<file path="src/verilog/jtl_link_params_params.svh">
// Purpose: Offsets, field positions, reset values of the link parameter bank
// Assumes: Register index times four is the AXI byte address
// Notes:   Definitions only
// What this block does
// RQ1: Eight-bit read-write device identity at 0x0580, reset zero, used by link.
// RQ2: Four-bit read-write bank identity at 0x0581, reset zero; top nibble reads zero.
// RQ3: Five-bit read-write first lane identity at 0x0583, reset zero; top bits zero.
// RQ4: Five-bit read-write second lane identity at 0x0585, reset two; top bits zero.
// RQ5: Bit 7 of 0x058B switches data whitening on; resets to one.
// RQ6: Read-only lane count at 0x058B [4:0] is lanes minus one; reset one.
// RQ7: Read-only octets per frame at 0x058C is value plus one; reset one.
// RQ8: Read-write frames per multiframe at 0x058D [4:0], value plus one, reset 0x1F.
// RQ9: Software programs only frame counts where octets times frames divide by four.
// RQ10: Read-only converter count at 0x058E codes one, two, four as 0,1,3; reset one.
// RQ11: Read-write control bits per sample select at 0x058F [7:6], reset zero.
// RQ12: Each lane checksum is the sum of its link parameters modulo 256.
// RQ13: Current parameters go out in each lane's alignment configuration octets.
`ifndef JTL_LINK_PARAMS_PARAMS_SVH
`define JTL_LINK_PARAMS_PARAMS_SVH

// ****************************************
// Register indices (byte address = 4 * index)
// ****************************************
`define JTL_IDX_W        12
`define JTL_IDX_DEV      12'h580
`define JTL_IDX_BANK     12'h581
`define JTL_IDX_LANE0    12'h583
`define JTL_IDX_LANE1    12'h585
`define JTL_IDX_WHITEN   12'h58b
`define JTL_IDX_OCTETS   12'h58c
`define JTL_IDX_MFRAME   12'h58d
`define JTL_IDX_CONV     12'h58e
`define JTL_IDX_CTRLB    12'h58f

// ****************************************
// Field positions
// ****************************************
`define JTL_WHITEN_BIT   7
`define JTL_CTRLB_MSB    7
`define JTL_CTRLB_LSB    6

// ****************************************
// Reset values
// ****************************************
`define JTL_RST_DEV      8'h00
`define JTL_RST_BANK     4'h0
`define JTL_RST_LANE0    5'h00
`define JTL_RST_LANE1    5'h02
`define JTL_RST_WHITEN   1'b1
`define JTL_RST_LANES    5'h01
`define JTL_RST_OCTETS   8'h01
`define JTL_RST_MFRAME   5'h1f
`define JTL_RST_CONV     8'h01
`define JTL_RST_CTRLB    2'h0

// ****************************************
// Bus answers and alignment checksum octet index
// ****************************************
`define JTL_RESP_OKAY    2'b00
`define JTL_RESP_SLVERR  2'b10
`define JTL_ILAS_CHK_IDX 4'hd

`endif

</file>
<file path="src/verilog/jtl_pkg.sv">
// Purpose: Types shared by the link parameter bank
// Assumes: Nothing
// Notes:   Constants live in the params header
package jtl_pkg;

  // Control bits carried per sample
  typedef enum logic [1:0] {
    JTL_CS_NONE  = 2'b00,
    JTL_CS_BIT2  = 2'b01,
    JTL_CS_BIT21 = 2'b10,
    JTL_CS_ALL   = 2'b11
  } jtl_cs_t;

  typedef logic [7:0] jtl_octet_t;

endpackage
</file>
<file path="src/verilog/jtl_link_param_regs.sv">
// Purpose: AXI4-Lite register bank for the serial link parameters
// Assumes: Single clock, synchronous active-high reset
// Notes:   Read-only fields come from parameters; unmapped answers SLVERR
//
// Design decision made here: the AXI4-Lite interface to the registers.
`timescale 1ns/100ps
`include "jtl_link_params_params.svh"

module jtl_link_param_regs
  import jtl_pkg::*;
#(
  parameter int              ADDR_W     = 16,
  parameter logic [4:0]      LANES_CODE = `JTL_RST_LANES,
  parameter logic [7:0]      OCTETS_VAL = `JTL_RST_OCTETS,
  parameter logic [7:0]      CONV_CODE  = `JTL_RST_CONV
) (
  input  wire logic              CLK,
  input  wire logic              SYS_RST,
  // AXI4-Lite write address
  input  wire logic [ADDR_W-1:0] S_AXI_AWADDR,
  input  wire logic              S_AXI_AWVALID,
  output logic                   S_AXI_AWREADY,
  // AXI4-Lite write data
  input  wire logic [31:0]       S_AXI_WDATA,
  input  wire logic [3:0]        S_AXI_WSTRB,
  input  wire logic              S_AXI_WVALID,
  output logic                   S_AXI_WREADY,
  // AXI4-Lite write response
  output logic [1:0]             S_AXI_BRESP,
  output logic                   S_AXI_BVALID,
  input  wire logic              S_AXI_BREADY,
  // AXI4-Lite read address
  input  wire logic [ADDR_W-1:0] S_AXI_ARADDR,
  input  wire logic              S_AXI_ARVALID,
  output logic                   S_AXI_ARREADY,
  // AXI4-Lite read data
  output logic [31:0]            S_AXI_RDATA,
  output logic [1:0]             S_AXI_RRESP,
  output logic                   S_AXI_RVALID,
  input  wire logic              S_AXI_RREADY,
  // Link parameters to the transmitter
  output logic [7:0]             DEVICE_IDENT,
  output logic [3:0]             BANK_IDENT,
  output logic [4:0]             LANE_IDENT_0,
  output logic [4:0]             LANE_IDENT_1,
  output logic                   DATA_WHITENING_ON,
  output logic [4:0]             LANE_COUNT_CODE,
  output logic [7:0]             OCTETS_CODE,
  output logic [4:0]             MULTIFRAME_CODE,
  output logic [7:0]             CONVERTER_CODE,
  output logic [1:0]             CONTROL_BITS_SEL,
  output logic [7:0]             LANE_CHECKSUM_0,
  output logic [7:0]             LANE_CHECKSUM_1,
  // Alignment sequence configuration octets
  input  wire logic [3:0]        ILAS_CFG_INDEX,
  output logic [7:0]             ILAS_CFG_OCTET_0,
  output logic [7:0]             ILAS_CFG_OCTET_1
);

  // ****************************************
  // Stored fields
  // ****************************************
  logic [7:0] dev_ident_r;
  logic [3:0] bank_ident_r;
  logic [4:0] lane_ident0_r;
  logic [4:0] lane_ident1_r;
  logic       whitening_r;
  logic [4:0] mframe_r;
  jtl_cs_t    ctrlb_r;

  // ****************************************
  // Bus state, checksums and octets
  // ****************************************
  logic                  aw_held_r;
  logic                  w_held_r;
  logic [ADDR_W-1:0]     awaddr_r;
  logic [7:0]            wbyte_r;
  logic                  wlane_r;
  logic                  bvalid_r;
  logic [1:0]            bresp_r;
  logic                  rvalid_r;
  logic [1:0]            rresp_r;
  logic [31:0]           rdata_r;
  logic                  wr_go;
  logic [`JTL_IDX_W-1:0] widx;
  logic                  wmapped;
  logic [`JTL_IDX_W-1:0] ridx;
  logic [7:0]            rd_byte;
  logic                  rd_hit;
  logic [7:0]            chk0_nxt;
  logic [7:0]            chk1_nxt;
  logic [7:0]            chk0_r;
  logic [7:0]            chk1_r;
  logic [7:0]            oct0_r;
  logic [7:0]            oct1_r;

  // ****************************************
  // Helpers
  // ****************************************
  // Byte address to register index; upper bits must be clear
  function automatic logic [`JTL_IDX_W-1:0] to_idx(
    input logic [ADDR_W-1:0] a
  );
    logic [ADDR_W-1:0] sh;
    sh = a >> 2;
    return sh[`JTL_IDX_W-1:0];
  endfunction

  function automatic logic addr_ok(input logic [ADDR_W-1:0] a);
    logic [ADDR_W-1:0] sh;
    sh = a >> (`JTL_IDX_W + 2);
    return (sh == '0);
  endfunction

  // Sum of one lane's fields, wrapping at eight bits
  function automatic logic [7:0] lane_sum(input logic [4:0] lane_ident);
    logic [7:0] s;
    s = dev_ident_r + {4'h0, bank_ident_r} + {3'h0, lane_ident};
    s = s + {7'h00, whitening_r} + {3'h0, LANES_CODE};
    s = s + OCTETS_VAL + {3'h0, mframe_r} + CONV_CODE;
    s = s + {6'h00, ctrlb_r};
    return s;
  endfunction

  // Configuration octet at one position of the alignment sequence
  function automatic logic [7:0] cfg_octet(
    input logic [3:0] idx,
    input logic [4:0] lane_ident,
    input logic [7:0] chk
  );
    logic [7:0] o;
    o = 8'h00;
    unique case (idx)
      4'h0: o = dev_ident_r;
      4'h1: o = {4'h0, bank_ident_r};
      4'h2: o = {3'h0, lane_ident};
      4'h3: o = {whitening_r, 2'h0, LANES_CODE};
      4'h4: o = OCTETS_VAL;
      4'h5: o = {3'h0, mframe_r};
      4'h6: o = CONV_CODE;
      4'h7: o = {ctrlb_r, 6'h00};
      `JTL_ILAS_CHK_IDX: o = chk;
      default: o = 8'h00;
    endcase
    return o;
  endfunction

  // ****************************************
  // Write channel
  // ****************************************
  // Address and data may arrive in either order; each is held until used
  assign S_AXI_AWREADY = !aw_held_r && !bvalid_r;
  assign S_AXI_WREADY  = !w_held_r && !bvalid_r;
  assign wr_go         = aw_held_r && w_held_r && !bvalid_r;
  assign widx          = to_idx(awaddr_r);

  // Address capture
  always_ff @(posedge CLK) begin
    if (SYS_RST) begin
      aw_held_r <= 1'b0;
      awaddr_r  <= '0;
    end else if (S_AXI_AWVALID && S_AXI_AWREADY) begin
      aw_held_r <= 1'b1;
      awaddr_r  <= S_AXI_AWADDR;
    end else if (wr_go) begin
      aw_held_r <= 1'b0;
    end
  end

  // Data capture; only the low lane carries register bits
  always_ff @(posedge CLK) begin
    if (SYS_RST) begin
      w_held_r <= 1'b0;
      wbyte_r  <= 8'h00;
      wlane_r  <= 1'b0;
    end else if (S_AXI_WVALID && S_AXI_WREADY) begin
      w_held_r <= 1'b1;
      wbyte_r  <= S_AXI_WDATA[7:0];
      wlane_r  <= S_AXI_WSTRB[0];
    end else if (wr_go) begin
      w_held_r <= 1'b0;
    end
  end

  // Which indices answer OKAY
  always_comb begin
    wmapped = 1'b0;
    if (addr_ok(awaddr_r)) begin
      unique case (widx)
        `JTL_IDX_DEV, `JTL_IDX_BANK, `JTL_IDX_LANE0, `JTL_IDX_LANE1,
        `JTL_IDX_WHITEN, `JTL_IDX_OCTETS, `JTL_IDX_MFRAME,
        `JTL_IDX_CONV, `JTL_IDX_CTRLB: wmapped = 1'b1;
        default: wmapped = 1'b0;
      endcase
    end
  end

  // Response; writes to read-only fields are dropped but answer OKAY
  always_ff @(posedge CLK) begin
    if (SYS_RST) begin
      bvalid_r <= 1'b0;
      bresp_r  <= `JTL_RESP_OKAY;
    end else if (wr_go) begin
      bvalid_r <= 1'b1;
      bresp_r  <= wmapped ? `JTL_RESP_OKAY : `JTL_RESP_SLVERR;
    end else if (S_AXI_BREADY) begin
      bvalid_r <= 1'b0;
    end
  end

  // ****************************************
  // Register updates
  // ****************************************
  // Identities; reserved upper bits are never stored
  always_ff @(posedge CLK) begin
    if (SYS_RST) begin
      dev_ident_r   <= `JTL_RST_DEV;
      bank_ident_r  <= `JTL_RST_BANK;
      lane_ident0_r <= `JTL_RST_LANE0;
      lane_ident1_r <= `JTL_RST_LANE1;
    end else if (wr_go && wlane_r && addr_ok(awaddr_r)) begin
      if (widx == `JTL_IDX_DEV) begin
        dev_ident_r <= wbyte_r; // RQ1
      end
      if (widx == `JTL_IDX_BANK) begin
        bank_ident_r <= wbyte_r[3:0]; // RQ2
      end
      if (widx == `JTL_IDX_LANE0) begin
        lane_ident0_r <= wbyte_r[4:0]; // RQ3
      end
      if (widx == `JTL_IDX_LANE1) begin
        lane_ident1_r <= wbyte_r[4:0]; // RQ4
      end
    end
  end

  // Link format settings; frame count legality is left to software
  always_ff @(posedge CLK) begin
    if (SYS_RST) begin
      whitening_r <= `JTL_RST_WHITEN;
      mframe_r    <= `JTL_RST_MFRAME;
      ctrlb_r     <= JTL_CS_NONE;
    end else if (wr_go && wlane_r && addr_ok(awaddr_r)) begin
      if (widx == `JTL_IDX_WHITEN) begin
        whitening_r <= wbyte_r[`JTL_WHITEN_BIT]; // RQ5
      end
      if (widx == `JTL_IDX_MFRAME) begin
        mframe_r <= wbyte_r[4:0]; // RQ8 RQ9
      end
      if (widx == `JTL_IDX_CTRLB) begin
        ctrlb_r <= jtl_cs_t'(wbyte_r[`JTL_CTRLB_MSB:`JTL_CTRLB_LSB]); // RQ11
      end
    end
  end

  // ****************************************
  // Read channel
  // ****************************************
  assign ridx          = to_idx(S_AXI_ARADDR);
  assign S_AXI_ARREADY = !rvalid_r;

  // Read mux; reserved and resolution bits read zero
  always_comb begin
    rd_byte = 8'h00;
    rd_hit  = addr_ok(S_AXI_ARADDR);
    unique case (ridx)
      `JTL_IDX_DEV:    rd_byte = dev_ident_r;
      `JTL_IDX_BANK:   rd_byte = {4'h0, bank_ident_r};
      `JTL_IDX_LANE0:  rd_byte = {3'h0, lane_ident0_r};
      `JTL_IDX_LANE1:  rd_byte = {3'h0, lane_ident1_r};
      `JTL_IDX_WHITEN: rd_byte = {whitening_r, 2'h0, LANES_CODE}; // RQ6
      `JTL_IDX_OCTETS: rd_byte = OCTETS_VAL; // RQ7
      `JTL_IDX_MFRAME: rd_byte = {3'h0, mframe_r};
      `JTL_IDX_CONV:   rd_byte = CONV_CODE; // RQ10
      `JTL_IDX_CTRLB:  rd_byte = {ctrlb_r, 6'h00};
      default:         rd_hit  = 1'b0;
    endcase
  end

  // Read answer one cycle after the address is taken
  always_ff @(posedge CLK) begin
    if (SYS_RST) begin
      rvalid_r <= 1'b0;
      rresp_r  <= `JTL_RESP_OKAY;
      rdata_r  <= 32'h0000_0000;
    end else if (S_AXI_ARVALID && S_AXI_ARREADY) begin
      rvalid_r <= 1'b1;
      rresp_r  <= rd_hit ? `JTL_RESP_OKAY : `JTL_RESP_SLVERR;
      rdata_r  <= rd_hit ? {24'h00_0000, rd_byte} : 32'h0000_0000;
    end else if (S_AXI_RREADY) begin
      rvalid_r <= 1'b0;
    end
  end

  // ****************************************
  // Checksums and alignment octets
  // ****************************************
  assign chk0_nxt = lane_sum(lane_ident0_r);
  assign chk1_nxt = lane_sum(lane_ident1_r);

  // Registered so the adder tree stays off the output path
  always_ff @(posedge CLK) begin
    if (SYS_RST) begin
      chk0_r <= 8'h00;
      chk1_r <= 8'h00;
    end else begin
      chk0_r <= chk0_nxt; // RQ12
      chk1_r <= chk1_nxt; // RQ12
    end
  end

  // Octet for the index asked one cycle earlier
  always_ff @(posedge CLK) begin
    if (SYS_RST) begin
      oct0_r <= 8'h00;
      oct1_r <= 8'h00;
    end else begin
      oct0_r <= cfg_octet(ILAS_CFG_INDEX, lane_ident0_r, chk0_nxt); // RQ13
      oct1_r <= cfg_octet(ILAS_CFG_INDEX, lane_ident1_r, chk1_nxt); // RQ13
    end
  end

  // ****************************************
  // Outputs
  // ****************************************
  assign S_AXI_BVALID      = bvalid_r;
  assign S_AXI_BRESP       = bresp_r;
  assign S_AXI_RVALID      = rvalid_r;
  assign S_AXI_RRESP       = rresp_r;
  assign S_AXI_RDATA       = rdata_r;
  assign DEVICE_IDENT      = dev_ident_r; // RQ1
  assign BANK_IDENT        = bank_ident_r;
  assign LANE_IDENT_0      = lane_ident0_r;
  assign LANE_IDENT_1      = lane_ident1_r;
  assign DATA_WHITENING_ON = whitening_r; // RQ5
  assign LANE_COUNT_CODE   = LANES_CODE;
  assign OCTETS_CODE       = OCTETS_VAL;
  assign MULTIFRAME_CODE   = mframe_r;
  assign CONVERTER_CODE    = CONV_CODE;
  assign CONTROL_BITS_SEL  = ctrlb_r;
  assign LANE_CHECKSUM_0   = chk0_r;
  assign LANE_CHECKSUM_1   = chk1_r;
  assign ILAS_CFG_OCTET_0  = oct0_r;
  assign ILAS_CFG_OCTET_1  = oct1_r;

endmodule

</file>
<file path="config.mk">
export PLATFORM = sky130hd
export DESIGN_NAME = jtl_link_param_regs
export DESIGN_NICKNAME = d
export VERILOG_FILES = /design/src/verilog/jtl_pkg.sv /design/src/verilog/jtl_link_param_regs.sv
export VERILOG_INCLUDE_DIRS = /design/src /design/src/verilog
export SDC_FILE = /design/constraint.sdc
export NUM_CORES = 1
export LEC_CHECK = 0
export ABC_AREA = 1
export CAP_MARGIN = 20
export CORE_MARGIN = 2
export CORE_UTILIZATION = 40
export CTS_CLUSTER_DIAMETER = 50
export DETAILED_ROUTE_END_ITERATION = 10
export DONT_BUFFER_PORTS = 1
export GPL_TIMING_DRIVEN = 0
export SETUP_SLACK_MARGIN = 0.1
export SYNTH_ARGS = -nofsm -noshare
export SYNTH_HDL_FRONTEND = slang
export SYNTH_SLANG_ARGS = --single-unit
</file>
<file path="constraint.sdc">
create_clock -name CLK -period 11.5 [get_ports CLK]
set_input_delay 1.15 -clock CLK [delete_from_list [all_inputs] [get_ports CLK]]
set_output_delay 1.15 -clock CLK [all_outputs]
set_load 0.01 [all_outputs]
</file>
Word level (Yosys, flattened, before mapping)
Cells that the tools add are included.
{"block": "totals", "latchBits": 0, "romBits": 0, "inputBits": 79, "out_inout_bits": 124, "reg_bits": 127, "n_memories": 0, "ramBits": 0}
{"block": "op_classes", "multipliers": 0, "n_bitwise": 0, "addsub": 15, "n_shift": 0, "mux": 16, "n_div": 0, "n_reduce_logical": 31, "n_eq_ne": 26, "order_cmp": 0}
{"operator": "$eq A12 B11 Y1 const B", "count": 18}
{"operator": "$pmux W8 S8", "count": 3}
{"operator": "$add A8 B1 Y8 const B", "count": 6}
{"operator": "$add A8 B5 Y8", "count": 4}
{"operator": "$logic_not A16 Y1", "count": 2}
{"operator": "$reduce_or A9 Y1", "count": 2}
{"operator": "$add A8 B1 Y8", "count": 2}
{"operator": "$add A8 B2 Y8", "count": 2}
{"operator": "$eq A4 B3 Y1 const B", "count": 4}
{"operator": "$reduce_and A2 Y1", "count": 7}
{"operator": "$mux W1", "count": 10}
{"operator": "$logic_and A1 B1 Y1", "count": 9}
{"operator": "$add A8 B4 Y8", "count": 1}
{"operator": "$eq A4 B2 Y1 const B", "count": 2}
{"operator": "$mux W8", "count": 1}
{"operator": "$reduce_bool A2 Y1", "count": 4}
{"operator": "$eq A4 B1 Y1 const B", "count": 1}
{"operator": "$eq A4 B4 Y1 const B", "count": 1}
{"operator": "$logic_not A1 Y1", "count": 4}
{"operator": "$logic_not A4 Y1", "count": 1}
{"operator": "$mux W2", "count": 2}
{"operator": "$reduce_or A2 Y1", "count": 2}

Longest topological paths before layout
Gate-level depths: netlist (run 1).
{"block": "logic_depth", "depth_word": 9, "mapped_depth": 18, "depth_no_buf": 18}

Worst setup path after synthesis (run 1)
Ideal clock, no wire load.
{"block": "synth_path", "path_kind": "flip-flop to flip-flop", "startpoint": "register dev_ident_r[0], in the netlist DEVICE_IDENT[0]", "endpoint": "register oct0_r[5], in the netlist ILAS_CFG_OCTET_0[5]", "slack_ps": 7798, "period_less_slack_ps": 3702, "stages_incl_launch_ff": 16, "required_ps": 11372, "arrival_time_ps": 3575, "cell_sequence": "dfxtp_1 -> ha_1 -> inv_1 -> fa_1 -> o31ai_2 -> xor2_1 -> fa_1 -> ha_1 -> ha_1 -> ha_1 -> a21oi_1 -> o21ai_0 -> xnor2_1 -> o22ai_1 -> inv_1 -> nor2_1"}
{"block": "synth_via", "elab_chain_cells": 9}
{"item": "from (decl)", "line": "jtl_link_param_regs.sv:63", "text": "logic [7:0] dev_ident_r;"}
{"item": "from (signal assigned)", "line": "jtl_link_param_regs.sv:217", "text": "dev_ident_r <= `JTL_RST_DEV;"}
{"item": "from (signal assigned)", "line": "jtl_link_param_regs.sv:223", "text": "dev_ident_r <= wbyte_r;"}
{"item": "$add A8 B4 Y8", "line": "jtl_link_param_regs.sv:118", "text": "s = dev_ident_r + {4'h0, bank_ident_r} + {3'h0, lane_ident};"}
{"item": "$add A8 B5 Y8", "line": "jtl_link_param_regs.sv:118"}
{"item": "$add A8 B1 Y8 (2 in series)", "line": "jtl_link_param_regs.sv:119", "text": "s = s + {7'h00, whitening_r} + {3'h0, LANES_CODE};"}
{"item": "$add A8 B1 Y8", "line": "jtl_link_param_regs.sv:120", "text": "s = s + OCTETS_VAL + {3'h0, mframe_r} + CONV_CODE;"}
{"item": "$add A8 B5 Y8", "line": "jtl_link_param_regs.sv:120"}
{"item": "$add A8 B1 Y8", "line": "jtl_link_param_regs.sv:120"}
{"item": "$add A8 B2 Y8", "line": "jtl_link_param_regs.sv:121", "text": "s = s + {6'h00, ctrlb_r};"}
{"item": "$pmux W8 S8", "line": "jtl_link_param_regs.sv:133", "text": "unique case (idx)"}
{"item": "to (signal assigned)", "line": "jtl_link_param_regs.sv:318", "text": "oct0_r <= cfg_octet(ILAS_CFG_INDEX, lane_ident0_r, chk0_nxt);"}
{"item": "to (decl)", "line": "jtl_link_param_regs.sv:94", "text": "logic [7:0] oct0_r;"}
Every way passes these cells.
A chain may end at the register's enable or synchronous reset.

Worst setup path after layout (run 1)
Ends and elaborated chain as after synthesis.

==> flow_results.xml, run 1 <==
<?xml version="1.0" encoding="UTF-8"?>
<metrics>
  <group name="outcome">
    <metric name="status" unit="">complete, no violations</metric>
  </group>
  <group name="floorplanning">
    <metric name="boundaryPins" unit="">203</metric>
    <metric name="die_h" unit="um">125</metric>
    <metric name="floorplan.rows" unit="">44</metric>
    <metric name="fp.dieW" unit="um">125</metric>
    <metric name="start_util" unit="%">40.7</metric>
    <metric name="die_area" unit="sq mm">0.0157</metric>
    <metric name="core_region_area" unit="sq mm">0.0144</metric>
  </group>
  <group name="placement">
    <metric name="detailedPlacementHpwl" unit="um">12600</metric>
    <metric name="gp_congestion" unit="">0.883</metric>
    <metric name="port_buffers" unit="">0</metric>
  </group>
  <group name="global_routing">
    <metric name="grt_pass1_wl" unit="um">24200</metric>
    <metric name="grt_usage" unit="%">19.9</metric>
    <metric name="pin_count_of_the_biggest_net_entering_global_routing" unit="">19</metric>
    <metric name="first_global_vias" unit="">4478</metric>
    <metric name="antenna_found_initial" unit="">0</metric>
    <metric name="gr-total-overflow" unit="">0</metric>
  </group>
  <group name="finish">
    <metric name="filler_cell_count" unit="">1525</metric>
    <metric name="seq_area" unit="sq mm">0.00198</metric>
    <metric name="multi_input_comb_area" unit="sq mm">0.00321</metric>
    <metric name="synthToLayoutAreaGrowth" unit="%">12.1</metric>
    <metric name="fin_nets" unit="">957</metric>
    <metric name="drive_above_1_share" unit="%">13.3</metric>
    <metric name="diodes" unit="">0</metric>
  </group>
  <group name="yosys">
    <metric name="synth-seq-cells" unit="">99</metric>
    <metric name="synthArstFlopShare" unit="%">0</metric>
    <metric name="synth_enable_flop_cells" unit="">0</metric>
    <metric name="synth_top_area_share" unit="%">33.8</metric>
    <metric name="synthDominantAreaCellType" unit="">sky130_fd_sc_hd__dfxtp_1</metric>
    <metric name="post_synth_instance_area" unit="sq mm">0.00587</metric>
    <metric name="yosysSeqAreaShare" unit="%">33.8</metric>
    <metric name="mean_area_per_synthesized_cell" unit="sq um">7.65</metric>
    <metric name="synth.lib_cells_used.distinct" unit="">47</metric>
    <metric name="syn_inst" unit="">767</metric>
    <metric name="synth_top_flop_cell" unit="">sky130_fd_sc_hd__dfxtp_1</metric>
    <metric name="ys_warn_count" unit="">0</metric>
    <metric name="synth.area.top_cells" unit="">sky130_fd_sc_hd__dfxtp_1 34%, sky130_fd_sc_hd__ha_1 8.7%, sky130_fd_sc_hd__buf_4 6.3%, sky130_fd_sc_hd__inv_1 6.2%, sky130_fd_sc_hd__nand2_1 5.9%</metric>
  </group>
  <group name="pwr">
    <metric name="power-per-cell-area" unit="mW/mm^2">114</metric>
    <metric name="power.total" unit="mW">0.751</metric>
    <metric name="share_seq_of_total_power" unit="%">48.5</metric>
    <metric name="netSwitchingFraction" unit="%">26.5</metric>
    <metric name="comb_power_share" unit="%">9.2</metric>
    <metric name="ir_worst_vdd" unit="uV">73.8</metric>
    <metric name="power.net_switching" unit="mW">0.199</metric>
    <metric name="leakagePower" unit="nW">3.06</metric>
    <metric name="cellInternalPower" unit="mW">0.552</metric>
    <metric name="clockPowerShare" unit="%">42.4</metric>
  </group>
  <group name="timing">
    <metric name="finalHoldViolCount" unit="">0</metric>
    <metric name="finalWorstPathRequiredPeriod" unit="ps">4160</metric>
    <metric name="finalSetupTns" unit="ps">0</metric>
    <metric name="timing.final.crit_share" unit="%">36.2</metric>
    <metric name="timing.slew.headroom" unit="%">49.8</metric>
    <metric name="timing.fmax" unit="GHz">0.240</metric>
    <metric name="timing.clock.skew" unit="ps">9.60</metric>
    <metric name="finalMaxSlewViolations" unit="">0</metric>
    <metric name="hold_slack" unit="ps">467</metric>
    <metric name="unrepaired_setup_endpoints_after_global_routing" unit="">false</metric>
    <metric name="setup_violations" unit="">0</metric>
    <metric name="worst_pin_slew" unit="ps">753</metric>
  </group>
  <group name="detailed_routing">
    <metric name="drtPass1Iterations" unit="">5</metric>
    <metric name="number_of_vias_after_detailed_routing" unit="">4957</metric>
    <metric name="drt_iter0_drc" unit="">271</metric>
    <metric name="routed_wire_length_per_instance" unit="um">15.5</metric>
    <metric name="antenna_left" unit="">0</metric>
    <metric name="post-route-drc-count" unit="">0</metric>
    <metric name="detail_route.vias_per_cell" unit="">4.90</metric>
    <metric name="wirelength" unit="um">15600</metric>
  </group>
  <group name="clock_network">
    <metric name="clk-insertion-delay-late" unit="ps">370</metric>
    <metric name="cts_hold_buf" unit="">0</metric>
    <metric name="clock_root_cell" unit="">sky130_fd_sc_hd__clkbuf_16</metric>
    <metric name="tritoncts" unit="">yes</metric>
    <metric name="ctsResizeCount" unit="">0</metric>
    <metric name="cts_buffer_depth" unit="">2</metric>
    <metric name="cts_buffers" unit="">9</metric>
    <metric name="numClockSinks" unit="">99</metric>
    <metric name="clk_pin_slew_worst_paths" unit="ps">70</metric>
    <metric name="ctsHtreeMaxLevel" unit="">3</metric>
    <metric name="post_cts_buffers" unit="">0</metric>
  </group>
  <group name="worst_setup_path">
    <metric name="reg2reg_to" unit="">ILAS_CFG_OCTET_0[5]</metric>
    <metric name="criticalPathCategory" unit="">flop to flop</metric>
    <metric name="crit_required" unit="ps">11740</metric>
    <metric name="cp-start-kind" unit="">flop</metric>
    <metric name="worst-r2r-cell-count" unit="">15</metric>
    <metric name="worst_setup_path_end_kind" unit="">flop</metric>
    <metric name="regToRegStartpoint" unit="">DEVICE_IDENT[0]</metric>
    <metric name="worst-endpoint-arrival" unit="ps">4400</metric>
    <metric name="r2r_setup_slack" unit="ps">7340</metric>
    <metric name="crit_fanout" unit="">4</metric>
  </group>
  <group name="run">
    <metric name="max_cap_violations" unit="">0</metric>
  </group>
  <group name="hold_path">
    <metric name="min-delay-start" unit="">awaddr_r[9]</metric>
    <metric name="hold_depth" unit="">2</metric>
    <metric name="worst_hold_path_type" unit="">flop to flop</metric>
    <metric name="whs_endpoint" unit="">awaddr_r[9]</metric>
  </group>
</metrics>
cell families after synthesis:
kind of cell,after synthesis,share of synthesized area (%)
AND/OR/NAND/NOR,271,22.1
buffers and inverters,172,14.4
AO/OA/AOI/OAI,158,14.6
flip-flops,99,33.8
adder cells (fa/ha/maj),55,13.5
XOR/XNOR,10,1.49
other,2,0.128
layout by cell type, fill, tap and decap left out, drive strengths merged, types with 10 or more instances in the layout:
cell    Yosys  routed
nand3      56      56
fa         14      14
nand4      10      10
dfxtp      99      99
clkbuf      8      18
ha         41      41
o21ai      62      62
nor2       93      93
nand2      95      95
conb        2      47
inv       106     109
buf        57      57
a21oi      69      69
layer usage:
layer | GRT usage [%] | up-vias | part of all wire, %
met2 | 31.5 | 164 | 45
met3 | 5.73 | 26 | 7.7
met4 | 8.50 | 0 | 2.6
li1 | - | 2538 | -
met1 | 25.3 | 2229 | 45
met5 | 0 | - | 0
power groups by stage:
stage               Clock (mW)  Combinational, mW  Sequential (mW)
floorplan                    0             0.0568            0.369
CTS                      0.325             0.0687            0.364
detailed placement           0             0.0686            0.372
global placement             0             0.0679            0.372
global route             0.338             0.0781            0.365
finish                   0.318             0.0689            0.364
registers in the layout, summed over array words and instances, names as in the netlist, 2 cells and up:
| name | cells |
|---|---|
| awaddr_r | 14 |
| DEVICE_IDENT | 8 |
| ILAS_CFG_OCTET_0 | 8 |
| ILAS_CFG_OCTET_1 | 8 |
| LANE_CHECKSUM_0 | 8 |
| LANE_CHECKSUM_1 | 8 |
| S_AXI_RDATA | 8 |
| wbyte_r | 8 |
| LANE_IDENT_0 | 5 |
| LANE_IDENT_1 | 5 |
| MULTIFRAME_CODE | 5 |
| BANK_IDENT | 4 |
| CONTROL_BITS_SEL | 2 |
cells in the mapped netlist (4+ instances only):
master,instances
sky130_fd_sc_hd__nor3_1,7
sky130_fd_sc_hd__ha_1,41
sky130_fd_sc_hd__o211ai_1,7
sky130_fd_sc_hd__or2_2,4
sky130_fd_sc_hd__nand4_1,9
sky130_fd_sc_hd__nand3_2,7
sky130_fd_sc_hd__nand3_1,48
sky130_fd_sc_hd__fa_1,14
sky130_fd_sc_hd__xnor2_1,4
sky130_fd_sc_hd__o21ai_1,7
sky130_fd_sc_hd__a31oi_1,4
sky130_fd_sc_hd__nor2_1,83
sky130_fd_sc_hd__o22ai_1,7
sky130_fd_sc_hd__a21oi_1,69
sky130_fd_sc_hd__clkbuf_1,7
sky130_fd_sc_hd__nand2_1,93
sky130_fd_sc_hd__inv_1,97
sky130_fd_sc_hd__xor2_1,6
sky130_fd_sc_hd__o21ai_0,55
sky130_fd_sc_hd__dfxtp_1,99
sky130_fd_sc_hd__buf_2,4
sky130_fd_sc_hd__buf_4,49
sky130_fd_sc_hd__nor2_2,7
sky130_fd_sc_hd__inv_2,9
worst max-delay path: stages, from the launching register on:
cell,delay (ps)
sky130_fd_sc_hd__dfxtp_1,470
sky130_fd_sc_hd__ha_1,230
sky130_fd_sc_hd__inv_1,60
sky130_fd_sc_hd__fa_1,420
sky130_fd_sc_hd__o31ai_2,330
sky130_fd_sc_hd__xor2_1,320
sky130_fd_sc_hd__fa_1,470
sky130_fd_sc_hd__ha_1,310
sky130_fd_sc_hd__ha_1,310
sky130_fd_sc_hd__ha_1,340
sky130_fd_sc_hd__a21oi_1,200
sky130_fd_sc_hd__o21ai_0,140
sky130_fd_sc_hd__xnor2_1,230
sky130_fd_sc_hd__o22ai_1,100
sky130_fd_sc_hd__inv_1,70
sky130_fd_sc_hd__nor2_1,30
stage by stage:
stage	cells	util (%)	setup WS (ps)	instance area [sq um]
floorplan	812	-	7800	6040
global placement	996	43.5	7360	6270
detailed placement	996	43.5	7390	6270
CTS	1012	45.6	7320	6580
global route	1012	45.6	7030	6580
finish	1012	45.6	7340	6580
area by class of cell:
cell class / instances / area share, %
Clock buffer: 10 / 3.48
Buffer: 65 / 6.71
Tap cell: 184 / 3.50
Multi-Input combinational cell: 541 / 48.8
Clock inverter: 6 / 1.24
Inverter: 107 / 6.10
Sequential cell: 99 / 30.1
how the worst max path moves through the flow:
| stage | cells after the start | to | startpoint |
|---|---|---|---|
| 2_1_floorplan | 15 | ILAS_CFG_OCTET_0[5] | DEVICE_IDENT[0] |
| 3_3_place_gp | 15 | ILAS_CFG_OCTET_0[5] | DEVICE_IDENT[0] |
| 3_5_place_dp | 15 | ILAS_CFG_OCTET_0[5] | DEVICE_IDENT[0] |
| 4_1_cts | 16 | ILAS_CFG_OCTET_0[7] | DEVICE_IDENT[0] |
| 5_1_grt | 16 | ILAS_CFG_OCTET_0[7] | DEVICE_IDENT[0] |
| 6_report | 15 | ILAS_CFG_OCTET_0[5] | DEVICE_IDENT[0] |
No activity file was read; power rests on OpenSTA's default activity.
==> run 2, diff against run 1 <==
- clock period: 11.5 -> 4.18 ns (I/O delays scaled with it)
==> flow_results.xml, run 2 (same netlist as run 1, synthesis figures left out) <==
<?xml version="1.0" encoding="UTF-8"?>
<metrics>
  <group name="finish">
    <metric name="fin_nets" unit="">959</metric>
    <metric name="leading_cell_type_in_the_layout_fill_and_taps_excluded" unit="">sky130_fd_sc_hd__inv_1</metric>
    <metric name="synthToLayoutAreaGrowth" unit="%">12.9</metric>
    <metric name="max_flop_register" unit="">awaddr_r</metric>
    <metric name="diodes" unit="">0</metric>
    <metric name="drive_above_1_share" unit="%">14.6</metric>
    <metric name="largest_reg_flops" unit="">14</metric>
    <metric name="layout_common_cells" unit="">97 x sky130_fd_sc_hd__inv_1, 93 x sky130_fd_sc_hd__dfxtp_1, 93 x sky130_fd_sc_hd__nand2_1, 83 x sky130_fd_sc_hd__nor2_1, 69 x sky130_fd_sc_hd__a21oi_1</metric>
    <metric name="filler_cell_count" unit="">1521</metric>
  </group>
  <group name="clock_network">
    <metric name="cts_buffers" unit="">9</metric>
    <metric name="numClockSinks" unit="">99</metric>
    <metric name="ctsHtreeMaxLevel" unit="">3</metric>
    <metric name="clock_root_cell" unit="">sky130_fd_sc_hd__clkbuf_16</metric>
    <metric name="clk-insertion-delay-late" unit="ps">370</metric>
    <metric name="clk_pin_slew_worst_paths" unit="ps">70</metric>
    <metric name="cts_buffer_depth" unit="">2</metric>
    <metric name="tritoncts" unit="">yes</metric>
    <metric name="cts_hold_buf" unit="">0</metric>
  </group>
  <group name="floorplanning">
    <metric name="fp.dieW" unit="um">125</metric>
    <metric name="core_region_area" unit="sq mm">0.0144</metric>
    <metric name="die_h" unit="um">125</metric>
    <metric name="boundaryPins" unit="">203</metric>
    <metric name="die_area" unit="sq mm">0.0157</metric>
    <metric name="floorplan.rows" unit="">44</metric>
    <metric name="start_util" unit="%">40.7</metric>
  </group>
  <group name="pwr">
    <metric name="leakagePower" unit="nW">3.08</metric>
    <metric name="power.total" unit="mW">2.07</metric>
    <metric name="power-per-cell-area" unit="mW/mm^2">312</metric>
    <metric name="cellInternalPower" unit="mW">1.52</metric>
    <metric name="ir_worst_vdd" unit="uV">204</metric>
    <metric name="netSwitchingFraction" unit="%">26.7</metric>
    <metric name="clockPowerShare" unit="%">42.4</metric>
    <metric name="power.net_switching" unit="mW">0.552</metric>
    <metric name="share_seq_of_total_power" unit="%">48.4</metric>
    <metric name="comb_power_share" unit="%">9.2</metric>
  </group>
  <group name="global_routing">
    <metric name="pin_count_of_the_biggest_net_entering_global_routing" unit="">19</metric>
    <metric name="antenna_found_initial" unit="">0</metric>
    <metric name="grt_pass1_wl" unit="um">24200</metric>
    <metric name="use_met2" unit="%">31.6</metric>
    <metric name="grt_usage" unit="%">19.9</metric>
    <metric name="global_route.peak_usage_layer" unit="">met2</metric>
    <metric name="globalRouteMet3Util" unit="%">5.73</metric>
    <metric name="first_global_vias" unit="">4481</metric>
    <metric name="globalRouteMet1Util" unit="%">25.4</metric>
    <metric name="gr-total-overflow" unit="">0</metric>
  </group>
  <group name="timing">
    <metric name="timing.fmax" unit="GHz">0.262</metric>
    <metric name="finalMaxSlewViolations" unit="">0</metric>
    <metric name="unrepaired_setup_endpoints_after_global_routing" unit="">false</metric>
    <metric name="timing.final.crit_share" unit="%">91.5</metric>
    <metric name="hold_slack" unit="ps">209</metric>
    <metric name="worst_pin_slew" unit="ps">771</metric>
    <metric name="timing.slew.headroom" unit="%">48.6</metric>
    <metric name="setup_violations" unit="">0</metric>
    <metric name="finalWorstPathRequiredPeriod" unit="ps">3820</metric>
    <metric name="timing.clock.skew" unit="ps">10.4</metric>
    <metric name="finalHoldViolCount" unit="">0</metric>
    <metric name="finalSetupTns" unit="ps">0</metric>
  </group>
  <group name="worst_setup_path">
    <metric name="crit_required" unit="ps">4420</metric>
    <metric name="critical_path_depth" unit="">15</metric>
    <metric name="reg2reg_to" unit="">ILAS_CFG_OCTET_0[5]</metric>
    <metric name="criticalPathCategory" unit="">flop to flop</metric>
    <metric name="worst-endpoint-arrival" unit="ps">4060</metric>
    <metric name="worst-r2r-cell-count" unit="">15</metric>
    <metric name="crit_buf_inv" unit="">2</metric>
    <metric name="worst_path_largest_cell_delay" unit="ps">440</metric>
    <metric name="critical_path.top_delay_family" unit="">adder cells</metric>
    <metric name="launching_instance_or_port_of_the_critical_path" unit="">DEVICE_IDENT[0]</metric>
    <metric name="worst_path_max_delay_cell" unit="">sky130_fd_sc_hd__fa_1</metric>
    <metric name="worst_setup_path_end_kind" unit="">flop</metric>
    <metric name="r2r_setup_slack" unit="ps">360</metric>
    <metric name="crit_fanout" unit="">4</metric>
    <metric name="cp-start-kind" unit="">flop</metric>
    <metric name="regToRegStartpoint" unit="">DEVICE_IDENT[0]</metric>
    <metric name="cp_cell_sequence" unit="">ha_1 -&gt; inv_1 -&gt; fa_2 -&gt; o31ai_4 -&gt; xor2_2 -&gt; fa_1 -&gt; ha_1 -&gt; ha_1 -&gt; ha_1 -&gt; a21oi_1 -&gt; o21ai_0 -&gt; xnor2_1 -&gt; o22ai_1 -&gt; inv_1 -&gt; nor2_1</metric>
    <metric name="crit_path_frequent_cell" unit="">sky130_fd_sc_hd__ha_1</metric>
  </group>
  <group name="placement">
    <metric name="gp_congestion" unit="">0.883</metric>
    <metric name="port_buffers" unit="">0</metric>
    <metric name="detailedPlacementHpwl" unit="um">12600</metric>
  </group>
  <group name="hold_path">
    <metric name="hold_depth" unit="">3</metric>
    <metric name="min-delay-start" unit="">S_AXI_BREADY</metric>
    <metric name="worst_hold_path_type" unit="">input port to flop</metric>
    <metric name="whs_endpoint" unit="">S_AXI_BVALID</metric>
  </group>
  <group name="outcome">
    <metric name="status" unit="">complete, no violations</metric>
  </group>
  <group name="detailed_routing">
    <metric name="number_of_vias_after_detailed_routing" unit="">4948</metric>
    <metric name="drtPass1Iterations" unit="">5</metric>
    <metric name="antenna_left" unit="">0</metric>
    <metric name="wirelength" unit="um">15700</metric>
    <metric name="detail_route.vias_per_cell" unit="">4.88</metric>
    <metric name="post-route-drc-count" unit="">0</metric>
    <metric name="routed_wire_length_per_instance" unit="um">15.5</metric>
    <metric name="drt_iter0_drc" unit="">274</metric>
  </group>
  <group name="run">
    <metric name="max_cap_violations" unit="">0</metric>
  </group>
</metrics>
## run 2: cell type report
cell class	count	area, sq um	area share [%]
Clock buffer	10	229	3.45
Sequential cell	99	1990	30.0
Timing Repair Buffer	2	15.0	0.227
Inverter	107	402	6.06
Tap cell	184	230	3.47
Multi-Input combinational cell	541	3240	48.9
Buffer	65	442	6.66
Clock inverter	6	81.3	1.23
## run 2: worst min-delay path, stage by stage
cell and delay [ps]:
sky130_fd_sc_hd__inv_1 20, sky130_fd_sc_hd__nand2_1 40, sky130_fd_sc_hd__a21oi_1 50
## run 2: worst max path at each step
stage	end	slack, ps
after floorplan	ILAS_CFG_OCTET_0[5]	480
after global placement	ILAS_CFG_OCTET_0[5]	40
after detailed placement	ILAS_CFG_OCTET_0[5]	70
after CTS	ILAS_CFG_OCTET_0[7]	180
after global routing	ILAS_CFG_OCTET_0[6]	100
final	ILAS_CFG_OCTET_0[5]	360
## run 2: power groups by stage
stage,Clock (mW),Sequential [mW],Combinational [mW]
after floorplan,0,1.02,0.156
after global placement,0,1.02,0.187
after detailed placement,0,1.02,0.189
after CTS,0.893,1.00,0.189
after global routing,0.932,1.01,0.215
final,0.879,1.00,0.190
## run 2: metrics by stage
stage	instances	util [%]	setup WS, ps	instance area [sq um]
final	1014	45.9	357	6630
after global routing	1014	45.9	102	6630
after CTS	1013	45.7	176	6590
after detailed placement	996	43.5	72.8	6270
after global placement	996	43.5	45.0	6270
after floorplan	812	-	478	6040
## run 2: per-layer routing
| metal | routed length, um | vias up |
|---|---|---|
| met2 | 7050 | 171 |
| met1 | 7060 | 2215 |
| met4 | 412 | 0 |
| met5 | 0 | - |
| met3 | 1170 | 25 |
| li1 | - | 2537 |
## run 2: what timing repair did
action | in CTS | in global routing
pin swaps | 1 | 2
buffers inserted | 1 | 1
setup endpoints to repair | 3 | 8
resized for setup | 2 | 8
